$ cat src/logic/resolver_pkg.sv
package resolver_pkg;

   // ************************************************************
   // register map and layout
   // ************************************************************
   localparam logic [15:0] CTRL_ADDR = 16'h103C;
   localparam logic [15:0] SENSE_ADDR = 16'h1040;
   localparam logic [15:0] STATUS_ADDR = 16'h1044;
   localparam int BIT_BOOT = 7;
   localparam int BIT_SPEC = 6;
   localparam int BIT_MODE_A = 5;
   localparam int BIT_VIS = 4;
   localparam int BIT_EDGE = 0;
   localparam int BIT_LATCH = 1;
   localparam int BIT_WVALID = 31;
   localparam int BIT_WRESET = 24;
   localparam int SRC_LSB = 16;

   // ************************************************************
   // reset values
   // ************************************************************
   localparam logic [3:0] PSEL_RST = 4'h6;
   // upper control nibble: boot, special, mode a, visibility
   localparam logic [3:0] MODE_RST_SINGLE = 4'h0;
   localparam logic [3:0] MODE_RST_EXPANDED = 4'h2;
   localparam logic [3:0] MODE_RST_BOOT = 4'hC;
   localparam logic [3:0] MODE_RST_TEST = 4'h7;

   // ************************************************************
   // priority select codes
   // ************************************************************
   localparam logic [3:0] PSEL_TOF = 4'h0;
   localparam logic [3:0] PSEL_RSVD = 4'h5;
   localparam logic [3:0] PSEL_IRQ = 4'h6;
   localparam logic [3:0] PSEL_PERIOD = 4'h7;
   localparam logic [3:0] PSEL_IC1 = 4'h8;

   // ************************************************************
   // maskable source indices, default order
   // ************************************************************
   localparam int NUM_MASK = 15;
   localparam logic [3:0] IDX_EXT = 4'h0;
   localparam logic [3:0] IDX_PERIOD = 4'h1;
   localparam logic [3:0] IDX_IC1 = 4'h2;
   localparam logic [3:0] IDX_TOF = 4'hA;

   // ************************************************************
   // winner codes
   // ************************************************************
   localparam logic [4:0] SRC_POR = 5'h00;
   localparam logic [4:0] SRC_CLKMON = 5'h01;
   localparam logic [4:0] SRC_WDOG = 5'h02;
   localparam logic [4:0] SRC_XPIN = 5'h03;
   localparam logic [4:0] SRC_ILLOP = 5'h04;
   localparam logic [4:0] SRC_SWTRAP = 5'h05;
   localparam logic [4:0] SRC_MASK_BASE = 5'h06;

   // ************************************************************
   // vectors
   // ************************************************************
   localparam logic [15:0] VEC_POR = 16'hFFFE;
   localparam logic [15:0] VEC_CLKMON = 16'hFFFC;
   localparam logic [15:0] VEC_WDOG = 16'hFFFA;
   localparam logic [15:0] VEC_ILLOP = 16'hFFF8;
   localparam logic [15:0] VEC_SWTRAP = 16'hFFF6;
   localparam logic [15:0] VEC_XPIN = 16'hFFF4;
   localparam logic [15:0] VEC_MASK_TOP = 16'hFFF2;
   localparam logic [3:0] VEC_SPECIAL_HI = 4'hB;

   typedef enum logic [1:0]
   {
      PH_CATCH = 2'b01,
      PH_RUN = 2'b10
   } phase_t;

   typedef struct packed
   {
      phase_t phase;
      logic boot_rd;
      logic spec;
      logic mode_a;
      logic vis;
      logic [3:0] psel;
      logic edge_mode;
      logic pin_prev;
      logic pin_latch;
      logic pready;
      logic pslverr;
      logic [31:0] prdata;
      logic win_valid;
      logic win_reset;
      logic [4:0] win_src;
      logic [15:0] win_vec;
      logic read_vis;
      logic e_drive;
   } state_t;

endpackage: resolver_pkg

$ cat src/logic/interrupt_priority_resolver.sv
// Design decision made here: the APB interface to the registers.
`timescale 1ns/1ns

// How it works
// - resets, watchdog, pin, traps in fixed order
// - maskable sources default order, pin first
// - selected source rises above all other maskable sources
// - codes 0000-0100 promote timer, accumulator, serial
// - 0101 and 0110 pin, 0111 periodic
// - codes 1000-1111 promote capture/compare channels
// - promoted source still gated by masks
// - promotion never changes any vector
// - select field writable only while masked
// - select field resets to 0110
// - external pin level-sensitive after reset
// - special flag takes inverted mode pin b
// - mode a flag takes mode pin a
// - special-mode writes to flags change mode
// - boot read bit writable only in special
// - expanded modes: visibility shows internal reads
// - single/boot modes: visibility gates e clock
// - upper nibble reset value follows mode
// - maskable requests only while mask clear
// - winner vector given for highest pending
module interrupt_priority_resolver
   import resolver_pkg::*;
#(
   parameter int ADDR_W = 16
)
(
   input logic pclk,
   input logic presetn,
   input logic clk_en,
   input logic psel,
   input logic penable,
   input logic pwrite,
   input logic [ADDR_W-1:0] paddr,
   input logic [31:0] pwdata,
   output logic [31:0] prdata,
   output logic pready,
   output logic pslverr,
   input logic mode_pin_a,
   input logic mode_pin_b,
   input logic global_mask,
   input logic x_mask,
   input logic por_req,
   input logic clock_monitor_req,
   input logic operating_watchdog_req,
   input logic nonmaskable_pin_interrupt_n,
   input logic illegal_opcode_req,
   input logic software_trap_req,
   input logic irq_pin_n,
   input logic [NUM_MASK-1:1] periph_flag,
   input logic [NUM_MASK-1:1] periph_enable,
   input logic vector_fetch,
   output logic winner_valid,
   output logic winner_is_reset,
   output logic [4:0] winner_source,
   output logic [15:0] winner_vector,
   output logic boot_rom_read_bit,
   output logic special_mode_flag,
   output logic mode_a_flag,
   output logic visibility_control_bit,
   output logic read_visibility_en,
   output logic e_clock_drive
);

   // ************************************************************
   // decode helpers
   // ************************************************************
   // 0 none, 1 control, 2 pin sense, 3 status
   function automatic logic [1:0] reg_sel(input logic [ADDR_W-1:0] a);
      logic [1:0] r;
      r = 2'h0;
      if (a == ADDR_W'(CTRL_ADDR))
      begin
         r = 2'h1;
      end
      else if (a == ADDR_W'(SENSE_ADDR))
      begin
         r = 2'h2;
      end
      else if (a == ADDR_W'(STATUS_ADDR))
      begin
         r = 2'h3;
      end
      return r;
   endfunction: reg_sel

   // select code to maskable index
   function automatic logic [3:0] promo_idx(input logic [3:0] code);
      logic [3:0] r;
      r = IDX_EXT;
      unique case (code)
         PSEL_RSVD, PSEL_IRQ: r = IDX_EXT;
         PSEL_PERIOD: r = IDX_PERIOD;
         default:
         begin
            if (code >= PSEL_IC1)
            begin
               r = IDX_IC1 + (code - PSEL_IC1);
            end
            else
            begin
               r = IDX_TOF + (code - PSEL_TOF);
            end
         end
      endcase
      return r;
   endfunction: promo_idx

   // fixed vector of a maskable index
   function automatic logic [15:0] vec_of(input logic [3:0] idx);
      return VEC_MASK_TOP - {11'h000, idx, 1'b0};
   endfunction: vec_of

   // lowest set index, found flag on top
   function automatic logic [4:0] lowest(input logic [NUM_MASK-1:0] r);
      logic [4:0] res;
      res = 5'h00;
      for (int i = NUM_MASK - 1; i >= 0; i--)
      begin
         if (r[i])
         begin
            res = {1'b1, 4'(i)};
         end
      end
      return res;
   endfunction: lowest

   // ************************************************************
   // maskable request gating
   // ************************************************************
   logic [NUM_MASK-1:0] mreq;
   state_t s_r;
   state_t s_nxt;

   assign mreq[0] = (s_r.edge_mode ? s_r.pin_latch : ~irq_pin_n)
                    & ~global_mask;

   genvar g;
   generate
      for (g = 1; g < NUM_MASK; g++)
      begin : gate
         assign mreq[g] = periph_flag[g] & periph_enable[g]
                          & ~global_mask;
      end
   endgenerate

   // ************************************************************
   // next state
   // ************************************************************
   always_comb
   begin
      logic access;
      logic [1:0] sel;
      logic [3:0] pidx;
      logic [4:0] low;
      logic [3:0] widx;
      logic fall;
      logic clr;
      logic [15:0] rvec;
      access = psel & penable;
      sel = reg_sel(paddr);
      pidx = promo_idx(s_r.psel);
      low = lowest(mreq);
      widx = low[3:0];
      fall = s_r.pin_prev & ~irq_pin_n;
      clr = 1'b0;
      rvec = 16'h0000;
      s_nxt = s_r;

      // bus slave: one wait cycle, commit on ready edge
      if (s_r.pready)
      begin
         s_nxt.pready = 1'b0;
         s_nxt.pslverr = 1'b0;
         s_nxt.prdata = 32'h0000_0000;
         if (access && pwrite && !s_r.pslverr)
         begin
            if (sel == 2'h1)
            begin
               if (global_mask)
               begin
                  s_nxt.psel = pwdata[3:0];
               end
               s_nxt.vis = pwdata[BIT_VIS];
               if (s_r.spec)
               begin
                  s_nxt.spec = pwdata[BIT_SPEC];
                  s_nxt.mode_a = pwdata[BIT_MODE_A];
                  s_nxt.boot_rd = pwdata[BIT_BOOT];
               end
               if (!s_nxt.spec)
               begin
                  s_nxt.boot_rd = 1'b0;
               end
            end
            else if (sel == 2'h2)
            begin
               s_nxt.edge_mode = pwdata[BIT_EDGE];
            end
         end
      end
      else if (access)
      begin
         s_nxt.pready = 1'b1;
         s_nxt.pslverr = (sel == 2'h0);
         unique case (sel)
            2'h1:
            begin
               s_nxt.prdata[7:0] = {s_r.boot_rd, s_r.spec,
                                    s_r.mode_a, s_r.vis, s_r.psel};
            end
            2'h2:
            begin
               s_nxt.prdata[BIT_EDGE] = s_r.edge_mode;
               s_nxt.prdata[BIT_LATCH] = s_r.pin_latch;
            end
            2'h3:
            begin
               s_nxt.prdata[BIT_WVALID] = s_r.win_valid;
               s_nxt.prdata[BIT_WRESET] = s_r.win_reset;
               s_nxt.prdata[SRC_LSB+4:SRC_LSB] = s_r.win_src;
               s_nxt.prdata[15:0] = s_r.win_vec;
            end
            2'h0:
            begin
               s_nxt.prdata = 32'h0000_0000;
            end
         endcase
      end

      // mode capture at first edge after reset release
      if (s_r.phase == PH_CATCH)
      begin
         s_nxt.phase = PH_RUN;
         s_nxt.spec = ~mode_pin_b;
         s_nxt.mode_a = mode_pin_a;
         unique case ({~mode_pin_b, mode_pin_a})
            2'b00:
            begin
               {s_nxt.boot_rd, s_nxt.spec, s_nxt.mode_a, s_nxt.vis} =
                  MODE_RST_SINGLE;
            end
            2'b01:
            begin
               {s_nxt.boot_rd, s_nxt.spec, s_nxt.mode_a, s_nxt.vis} =
                  MODE_RST_EXPANDED;
            end
            2'b10:
            begin
               {s_nxt.boot_rd, s_nxt.spec, s_nxt.mode_a, s_nxt.vis} =
                  MODE_RST_BOOT;
            end
            2'b11:
            begin
               {s_nxt.boot_rd, s_nxt.spec, s_nxt.mode_a, s_nxt.vis} =
                  MODE_RST_TEST;
            end
         endcase
      end

      // edge-mode pin latch, new edge beats clear
      s_nxt.pin_prev = irq_pin_n;
      clr = vector_fetch && s_r.win_valid &&
            (s_r.win_src == SRC_MASK_BASE + 5'(IDX_EXT));
      s_nxt.pin_latch = (s_r.edge_mode & fall) | (s_r.pin_latch & ~clr);

      // arbitration: non-maskable first
      s_nxt.win_valid = 1'b1;
      s_nxt.win_reset = 1'b0;
      if (por_req)
      begin
         s_nxt.win_reset = 1'b1;
         s_nxt.win_src = SRC_POR;
         rvec = VEC_POR;
      end
      else if (clock_monitor_req)
      begin
         s_nxt.win_reset = 1'b1;
         s_nxt.win_src = SRC_CLKMON;
         rvec = VEC_CLKMON;
      end
      else if (operating_watchdog_req)
      begin
         s_nxt.win_reset = 1'b1;
         s_nxt.win_src = SRC_WDOG;
         rvec = VEC_WDOG;
      end
      else if (!nonmaskable_pin_interrupt_n && !x_mask)
      begin
         s_nxt.win_src = SRC_XPIN;
         rvec = VEC_XPIN;
      end
      else if (illegal_opcode_req)
      begin
         s_nxt.win_src = SRC_ILLOP;
         rvec = VEC_ILLOP;
      end
      else if (software_trap_req)
      begin
         s_nxt.win_src = SRC_SWTRAP;
         rvec = VEC_SWTRAP;
      end
      else if (mreq[pidx])
      begin
         s_nxt.win_src = SRC_MASK_BASE + 5'(pidx);
         rvec = vec_of(pidx);
      end
      else if (low[4])
      begin
         s_nxt.win_src = SRC_MASK_BASE + 5'(widx);
         rvec = vec_of(widx);
      end
      else
      begin
         s_nxt.win_valid = 1'b0;
         s_nxt.win_src = 5'h00;
      end
      if (s_nxt.win_reset && s_nxt.spec)
      begin
         rvec[15:12] = VEC_SPECIAL_HI;
      end
      s_nxt.win_vec = rvec;

      // pin control from mode and visibility
      s_nxt.read_vis = s_nxt.mode_a & s_nxt.vis;
      s_nxt.e_drive = s_nxt.mode_a | ~s_nxt.vis;
   end

   // ************************************************************
   // state register
   // ************************************************************
   always_ff @(posedge pclk or negedge presetn)
   begin
      if (!presetn)
      begin
         s_r <= '{phase: PH_CATCH,
                  boot_rd: 1'b0,
                  spec: 1'b0,
                  mode_a: 1'b0,
                  vis: 1'b0,
                  psel: PSEL_RST,
                  edge_mode: 1'b0,
                  pin_prev: 1'b1,
                  pin_latch: 1'b0,
                  pready: 1'b0,
                  pslverr: 1'b0,
                  prdata: 32'h0000_0000,
                  win_valid: 1'b0,
                  win_reset: 1'b0,
                  win_src: 5'h00,
                  win_vec: 16'h0000,
                  read_vis: 1'b0,
                  e_drive: 1'b1};
      end
      else if (clk_en)
      begin
         s_r <= s_nxt;
      end
   end

   // ************************************************************
   // outputs
   // ************************************************************
   assign prdata = s_r.prdata;
   assign pready = s_r.pready;
   assign pslverr = s_r.pslverr;
   assign winner_valid = s_r.win_valid;
   assign winner_is_reset = s_r.win_reset;
   assign winner_source = s_r.win_src;
   assign winner_vector = s_r.win_vec;
   assign boot_rom_read_bit = s_r.boot_rd;
   assign special_mode_flag = s_r.spec;
   assign mode_a_flag = s_r.mode_a;
   assign visibility_control_bit = s_r.vis;
   assign read_visibility_en = s_r.read_vis;
   assign e_clock_drive = s_r.e_drive;

endmodule: interrupt_priority_resolver

$ cat config.mk
export PLATFORM = sky130hd
export DESIGN_NAME = interrupt_priority_resolver
export DESIGN_NICKNAME = d
export VERILOG_FILES = /design/src/logic/resolver_pkg.sv /design/src/logic/interrupt_priority_resolver.sv
export SDC_FILE = /design/constraint.sdc
export NUM_CORES = 1
export LEC_CHECK = 0
export BUFFER_PORTS_ARGS = -buffer_cell sky130_fd_sc_hd__buf_2
export CORE_UTILIZATION = 49
export CTS_CLUSTER_DIAMETER = 200
export DETAILED_ROUTE_END_ITERATION = 8
export GPL_TIMING_DRIVEN = 1
export PLACE_DENSITY = 0.82
export SKIP_CTS_REPAIR_TIMING = 1
export SYNTH_ARGS = -nofsm -noshare
export SYNTH_HDL_FRONTEND = slang
export SYNTH_SLANG_ARGS = --single-unit
$ cat constraint.sdc
create_clock -name pclk -period 2.6 [get_ports pclk]
set_clock_uncertainty 0.2 [all_clocks]
set_input_delay 0.26 -clock pclk [delete_from_list [all_inputs] [get_ports pclk]]
set_output_delay 0.26 -clock pclk [all_outputs]
set_load 0.01 [all_outputs]
==> results of run 1 <==
-- metrics by stage --
stage               area, µm²  setup WS (ns)  setup TNS, ns  hold slack, ns  instances
global placement         4230         0.0238              0         -0.0138        637
finish                   4440          0.101              0          0.0173        654
global route             4440        0.00505              0         0.00377        654
floorplan                3810        -0.0291         -0.154          -0.236        461
CTS                      4340        -0.0293        -0.0573          -0.331        645
detailed placement       4230        -0.0414         -0.122        -0.00397        637
-- flip-flops by register name, summed over array words and instances (netlist names) --
| signal | cells |
|---|---|
| winner_is_reset | 1 |
| prdata | 18 |
| s_r | 9 |
| pslverr | 1 |
| pready | 1 |
| boot_rom_read_bit | 1 |
| mode_a_flag | 1 |
| e_clock_drive | 1 |
| visibility_control_bit | 1 |
| winner_vector | 8 |
| special_mode_flag | 1 |
| winner_source | 5 |
| read_visibility_en | 1 |
-- synthesized netlist by cell type, drive strengths merged, types with 2 or more instances --
master and number:
nor2b 10, nor2 36, a22oi 5, and3 3
a211oi 3, dfstp 5, dfrtp 44, nor3b 2
mux2 11, a41oi 2, clkbuf 8, nand2b 6
buf 59, o21ai 43, or3 5, nor3 13
a21boi 2, o211ai 2, nor4 6, inv 25
a32oi 4, ha 7, nand3 12, nand2 64
o22ai 6, o2bb2ai 2, a21o 6, nand4 4
mux2i 6, a31oi 3, nand3b 2, and2 2
a21oi 20, a22o 5
-- final cells by class --
cell class / count / area share (%)
Clock buffer: 6 / 1.64
Sequential cell: 49 / 27.8
Clock inverter: 2 / 0.790
Inverter: 25 / 2.12
Multi-Input combinational cell: 320 / 45.3
Tap cell: 99 / 2.79
Timing Repair Buffer: 153 / 19.5
-- layer usage --
metal / GRT usage [%] / vias up / wire (µm)
met2: 41.5 / 139 / 4650
met5: 0 / - / 0
met3: 3.51 / 19 / 524
met1: 30.6 / 1646 / 3920
li1: - / 1730 / -
met4: 10.2 / 0 / 231
-- worst max-delay path, stage by stage (launching register included) --
cell	delay, ns
dfstp_2	0.60
ha_2	0.33
nand2b_1	0.15
nand3_1	0.08
o2111ai_1	0.12
a211oi_2	0.24
nor3_4	0.07
buf_12	0.15
mux2_4	0.30
a31oi_1	0.17
-- worst max path at each step --
stage | slack (ns) | endpoint | cells after the start
finish | 0.10 | winner_vector[4] | 9
global route | 0.005 | winner_vector[3] | 10
CTS | -0.03 | winner_vector[4] | 8
detailed placement | -0.04 | prdata[3] | 12
global placement | 0.02 | prdata[2] | 11
floorplan | -0.03 | prdata[2] | 11
-- cell families (layout without fill, tap and decap cells) --
family,Yosys count,count (layout),synth area share [%]
DFF,49,49,33.3
muxes,17,17,5.17
adders and majority gates,7,7,2.36
xor gates and xnor gates,1,1,0.236
buffers and inverters,92,186,15.2
and+or+nand+nor,169,169,23.1
other,1,10,0.101
AOI/OAI and AO/OA,116,116,20.5
-- where the power goes --
| part | switching, mW | total, mW | internal, mW |
|---|---|---|---|
| clock network | 0.255 | 0.541 | 0.286 |
| logic | 0.200 | 0.353 | 0.153 |
| registers | 0.0263 | 0.817 | 0.791 |
==> summary.md, run 1 <==
| Metric | Value |
|---|---|
| Clock-pin transition on the worst setup and hold timing paths | `roughly 0.08 ns` |
| Worst Hold Depth | `2` |
| CP Launch Point | `s_r[64]` |
| RR Endpoint | `winner_vector[4]` |
| Pin count of the biggest net entering global routing | `35` |
| Status | `completed` |
| Max-cap violation count | `0` |
| Routed vias | `about 3,500` |
| Remaining Overflow, GRT | `0` |
| Mapped Cells | `452` |
| Drt wl/cell | `about 14 µm` |
| First-pass GRT wire length | `14,800 µm` |
| Final core area utilization | `60.8%` |
| Cell area after synthesis | `between 3000 and 4000 µm²` |
| Crit Path Category | `flip-flop to flip-flop` |
| Hold Path Class | `input pin to flip-flop` |
| Diode count | `0` |
| RSZ-0062 raised after global routing | `no` |
| Multi-input logic area | `a little over 2000 µm²` |
| Leakage | `2.13 nW` |
| Slew margin rel. | `63.3%` |
| Min cycle time layout | `2.50 ns` |
| Post-DP HPWL | `7390 µm` |
| Std cell rows | `31` |
| Crit path DAT | `approximately 2.5 ns` |
| Final Wtd Congestion | `0.863` |
| Die height | `89.0 µm` |
| Max VDD drop | `about 0.20 mV` |
| EDFF count, synth | `0` |
| Share of layout cells above drive strength 1 | `35.0%` |
| Total CTS buffers | `5` |
| Actual slew at the worst max-slew pin | `0.546 ns` |
| Clock insertion delay at the later pin of the skew report | `0.31 ns` |
| Max Clk Rate | `400 MHz` |
| Top-Level Pins | `about 160` |
| Port bufs | `122` |
| Vias per inst | `approximately 5.4` |
| Fin. max-slew vios | `0` |
| Core region area | `7290 µm²` |
| Die ar. | `7910 µm²` |
| Vias in the first global route | `3,209` |
| Antenna Nets Post-Route | `0` |
| Synth Warn # | `0` |
| TritonRoute pass-1 iters | `5` |
| Worst reg-to-reg path cell count | `9` |
| FF-to-FF setup slack | `around 0.1 ns` |
| Endpoint class of the critical path | `flip-flop` |
| Fill cells | `668` |
| Pwr Total | `1.71 mW` |
| Async set-reset flop share out of synthesis | `between 90% and 100%` |
| # H-tree levels | `2` |
| Initial antenna violation count | `0` |
| CP required | `about 2.6 ns` |
| FF+latch count, synth | `just under 50` |
| Root buffer cell | `clkbuf_8` |
| Seq. cell area | `1230 µm²` |
| Longest Clk Path Bufs | `2` |
| DRC Markers | `0` |
| Most frequent cells in the layout | `buf_2 (122), nand2_1 (64), dfrtp_1 (43), o21ai_0 (35), nor2_1 (34)` |
| Drt initial violations | `~140` |
| Commonest non-fill, non-tap cell in the layout | `buf_2` |
| Sequential area share after synthesis | `33.3%` |
| Crit-path max FO | `11` |
| CTS tree | `built` |
| Starting density of the core | `50.8%` |
| Tot GR Track Use | `24.2%` |
| P&R area growth vs syn | `19.8%` |
| Fin. Hold Viols | `0` |
| Hold_sp | `pwdata[0]` |
| TritonCTS Sinks | `49` |
| R2R Path Start | `s_r[64]` |
| Chip Width | `89.0 µm` |
| Synth area leader | `dfrtp_1` |
| Pwr Density | `around 390 nW/µm²` |
| Worst hold endpoint | `s_r[62]` |
| Most used flip-flop cell after synthesis | `dfrtp_1` |
| Yosys top cell area share | `29.7%` |
| WL final | `9330 µm` |
| Synth top area cells | `dfrtp_1 (30%), buf_4 (11%), nand2_1 (6.5%), o21ai_0 (4.7%), dfstp_2 (3.5%)` |
| Fin crit share | `96.1%` |
| Syn avg cell area | `8.20 µm²` |
| Post-synthesis cell type count | `64` |
| Final nets | `655` |
| Critical Path Source Type | `flip-flop` |
| # setup viols final | `0` |
Power figures use the tool's default switching activity.
==> run 2, diff against run 1 <==
Settings changed: ABC_AREA from default to 1, CORE_UTILIZATION 49 to 48, PLACE_DENSITY 0.82 to 0.81.
==> run 2 against run 1 <==
Against the previous run: sequential share of layout area is 2.7 points higher; combinational power is 1% higher; die area decreased by 3.3%; flip-flop and latch count unchanged; clock power is 22% lower; clock-buffer cell count is the same; cell count up 1.1%; critical path depth increased by 6; hold slack worse by 0.014 ns; wire length decreased by 9.6%; power is 6.3% lower; critical path type unchanged; critical endpoint is now winner_source[0]; largest power group unchanged.
==> summary.md, run 2 <==
| Metric | Value |
|---|---|
| Status | `completed` |
| Starting density of the core | `50.8% (about the same)` |
| RSZ-0062 raised after global routing | `no` |
| Syn avg cell area | `7.44 µm² (-9.2%)` |
| Most used flip-flop cell after synthesis | `dfrtp_1` |
| Crit-path max FO | `4 (-7)` |
| CP required | `2.59 ns (-0.03 ns)` |
| Remaining Overflow, GRT | `0 (unchanged)` |
| WHS | `0.00362 ns (-0.0137 ns)` |
| Chip Width | `87.5 µm (-1.7%)` |
| CTS tree | `built` |
| Longest Clk Path Bufs | `2 (unchanged)` |
| Clock-pin transition on the worst setup and hold timing paths | `0.08 ns (about the same)` |
| Drt wl/cell | `12.8 µm (-11%)` |
| Max-cap violation count | `0 (unchanged)` |
| Actual slew at the worst max-slew pin | `0.646 ns (+0.101 ns)` |
| Routed vias | `3,340 (-5.5%)` |
| Synth area leader | `dfrtp_1` |
| Total CTS buffers | `5 (unchanged)` |
| # setup viols final | `0 (unchanged)` |
| Slew margin rel. | `56.9% (-6.4 points)` |
| Core region area | `6910 µm² (-5.3%)` |
| Pwr Density | `396 nW/µm² (+2.7%)` |
| Most frequent cells in the layout | `buf_2 (122), nand2_1 (100), inv_1 (55), dfrtp_1 (44), nor2_1 (35)` |
| Critical Path Source Type | `flip-flop` |
| Antenna Nets Post-Route | `0 (unchanged)` |
| Crit path DAT | `2.40 ns (-0.12 ns)` |
| Max Clk Rate | `416 MHz (+4.0%)` |
| Cell area after synthesis | `3510 µm² (-5.4%)` |
| FF+latch count, synth | `49 (unchanged)` |
| Post-DP HPWL | `6890 µm (-6.9%)` |
| # H-tree levels | `2 (unchanged)` |
| Fin crit share | `92.4% (-3.7 points)` |
| Count leader, synth | `nand2_1` |
| Port bufs | `122 (unchanged)` |
| Sequential area share after synthesis | `35.2% (+1.9 points)` |
| Synth Warn # | `0 (unchanged)` |
| Mapped Cells | `471 (+4.2%)` |
| Post-synthesis cell type count | `46 (-28%)` |
| TritonCTS Sinks | `49 (unchanged)` |
| Initial antenna violation count | `0 (unchanged)` |
| Root buffer cell | `clkbuf_8` |
| Diode count | `0 (unchanged)` |
| Max VDD drop | `0.191 mV (-4.1%)` |
| Yosys top cell area share | `31.4% (+1.7 points)` |
| Pin count of the biggest net entering global routing | `30 (-14%)` |
| EDFF count, synth | `0 (unchanged)` |
| P&R area growth vs syn | `15.4%` |
| Endpoint class of the critical path | `flip-flop` |
| Final core area utilization | `58.6% (-2.3 points)` |
| TritonRoute pass-1 iters | `5 (unchanged)` |
| Clock insertion delay at the later pin of the skew report | `0.29 ns (-0.02 ns)` |
| Fin. Hold Viols | `0 (unchanged)` |
| Synth top area cells | `dfrtp_1 (31%), buf_4 (12%), nand2_1 (11%), inv_1 (5.9%), nand3_1 (4.0%)` |
| Leakage | `2.13 nW (-0.18%)` |
| Die ar. | `7650 µm² (-3.3%)` |
| Fin. max-slew vios | `0 (unchanged)` |
| Largest register FFs | `18 (unchanged)` |
| Vias in the first global route | `3,169 (-1.2%)` |
| Crit Path Category | `flip-flop to flip-flop` |
| Final nets | `665 (+1.5%)` |
| Top-Level Pins | `157 (unchanged)` |
| Final Wtd Congestion | `0.870 (+0.72%)` |
| Commonest non-fill, non-tap cell in the layout | `buf_2` |
| DRC Markers | `0 (unchanged)` |
| Std cell rows | `30 (-3.2%)` |
| Hold Path Class | `input pin to flip-flop` |
| WL final | `8430 µm (-9.6%)` |
| Die height | `87.5 µm (-1.7%)` |
| Synth cell count leaders | `nand2_1 (100), inv_1 (55), buf_4 (54), dfrtp_1 (44), nor2_1 (35)` |
| Vias per inst | `5.05 (-6.5%)` |
| Share of layout cells above drive strength 1 | `32.9% (-2.0 points)` |
| Tot GR Track Use | `23.3% (-0.92 points)` |
| First-pass GRT wire length | `14,200 µm (-4.3%)` |
| Async set-reset flop share out of synthesis | `100% (unchanged)` |
| Drt initial violations | `175 (+26%)` |
| Min cycle time layout | `2.40 ns (-0.0968 ns)` |
[run 2: critical path, cell delays in order (launching register included)]
cell and delay, ns:
dfrtp_1 0.41, inv_1 0.09, o21ai_2 0.26, nand2_1 0.11, nor2_1 0.22, nand2_1 0.18
nor3_4 0.25, nor2_4 0.09, nand3_1 0.10, nand2_1 0.06, nand2_1 0.06, nand2_1 0.06
nand2_1 0.07, nand2_1 0.05, nand2_1 0.05, nand2_1 0.04
[run 2: logic make-up after synthesis]
group / count (synthesis) / synth area share, %
AND/OR/NAND/NOR: 197 / 25.9
other: 1 / 0.107
adder cells (fa/ha/maj): 7 / 2.50
multiplexers: 4 / 1.28
AO/OA/AOI/OAI: 87 / 15.0
buffers and inverters: 124 / 19.6
XOR/XNOR: 2 / 0.500
flip-flops: 49 / 35.2
[run 2: routing by layer]
metal | wire [µm] | track usage, %
met1 | 3670 | 29.5
met3 | 408 | 2.65
met4 | 79 | 7.00
met2 | 4270 | 41.5
met5 | 0 | 0
[run 2: cell type report]
class / instances / area [µm²]
Clock buffer: 6 / 72.6
Clock inverter: 2 / 10.0
Fill cell: 665 / 2860
Inverter: 64 / 243
Multi-Input combinational cell: 307 / 1640
Sequential cell: 49 / 1230
Tap cell: 96 / 120
Timing Repair Buffer: 137 / 728
[run 2: report_power, final]
group | leakage [nW] | internal (mW) | total (mW) | switching (mW)
clock network | 0.0450 | 0.187 | 0.421 | 0.235
registers | 0.606 | 0.795 | 0.824 | 0.0289
logic | 1.48 | 0.141 | 0.358 | 0.216
total | 2.13 | 1.12 | 1.60 | 0.480
[run 2: worst paths after layout]
path	slack, ns	from	end	depth (start not counted)
max	0.20	s_r[61]	winner_source[0]	15
min	0.004	pwdata[0]	s_r[61]	3
max reg2reg	0.20	s_r[61]	winner_source[0]	15
min reg2reg	0.28	s_r[70]	s_r[70]	2
max in group asynchronous	1.18	presetn	s_r[64]	3
min in group asynchronous	0.32	presetn	pslverr	2
[run 2: per-stage QoR]
stage | power (mW) | cells | setup WS, ns | area (µm²) | setup TNS (ns)
after global placement | 1.18 | 651 | -0.0751 | 3930 | -0.431
after CTS | 1.61 | 659 | 0.0798 | 4010 | 0
after global routing | 1.69 | 661 | 0.000990 | 4050 | 0
final | 1.60 | 661 | 0.198 | 4050 | 0
after detailed placement | 1.19 | 651 | -0.213 | 3930 | -1.47
after floorplan | 1.06 | 480 | 0.184 | 3540 | 0
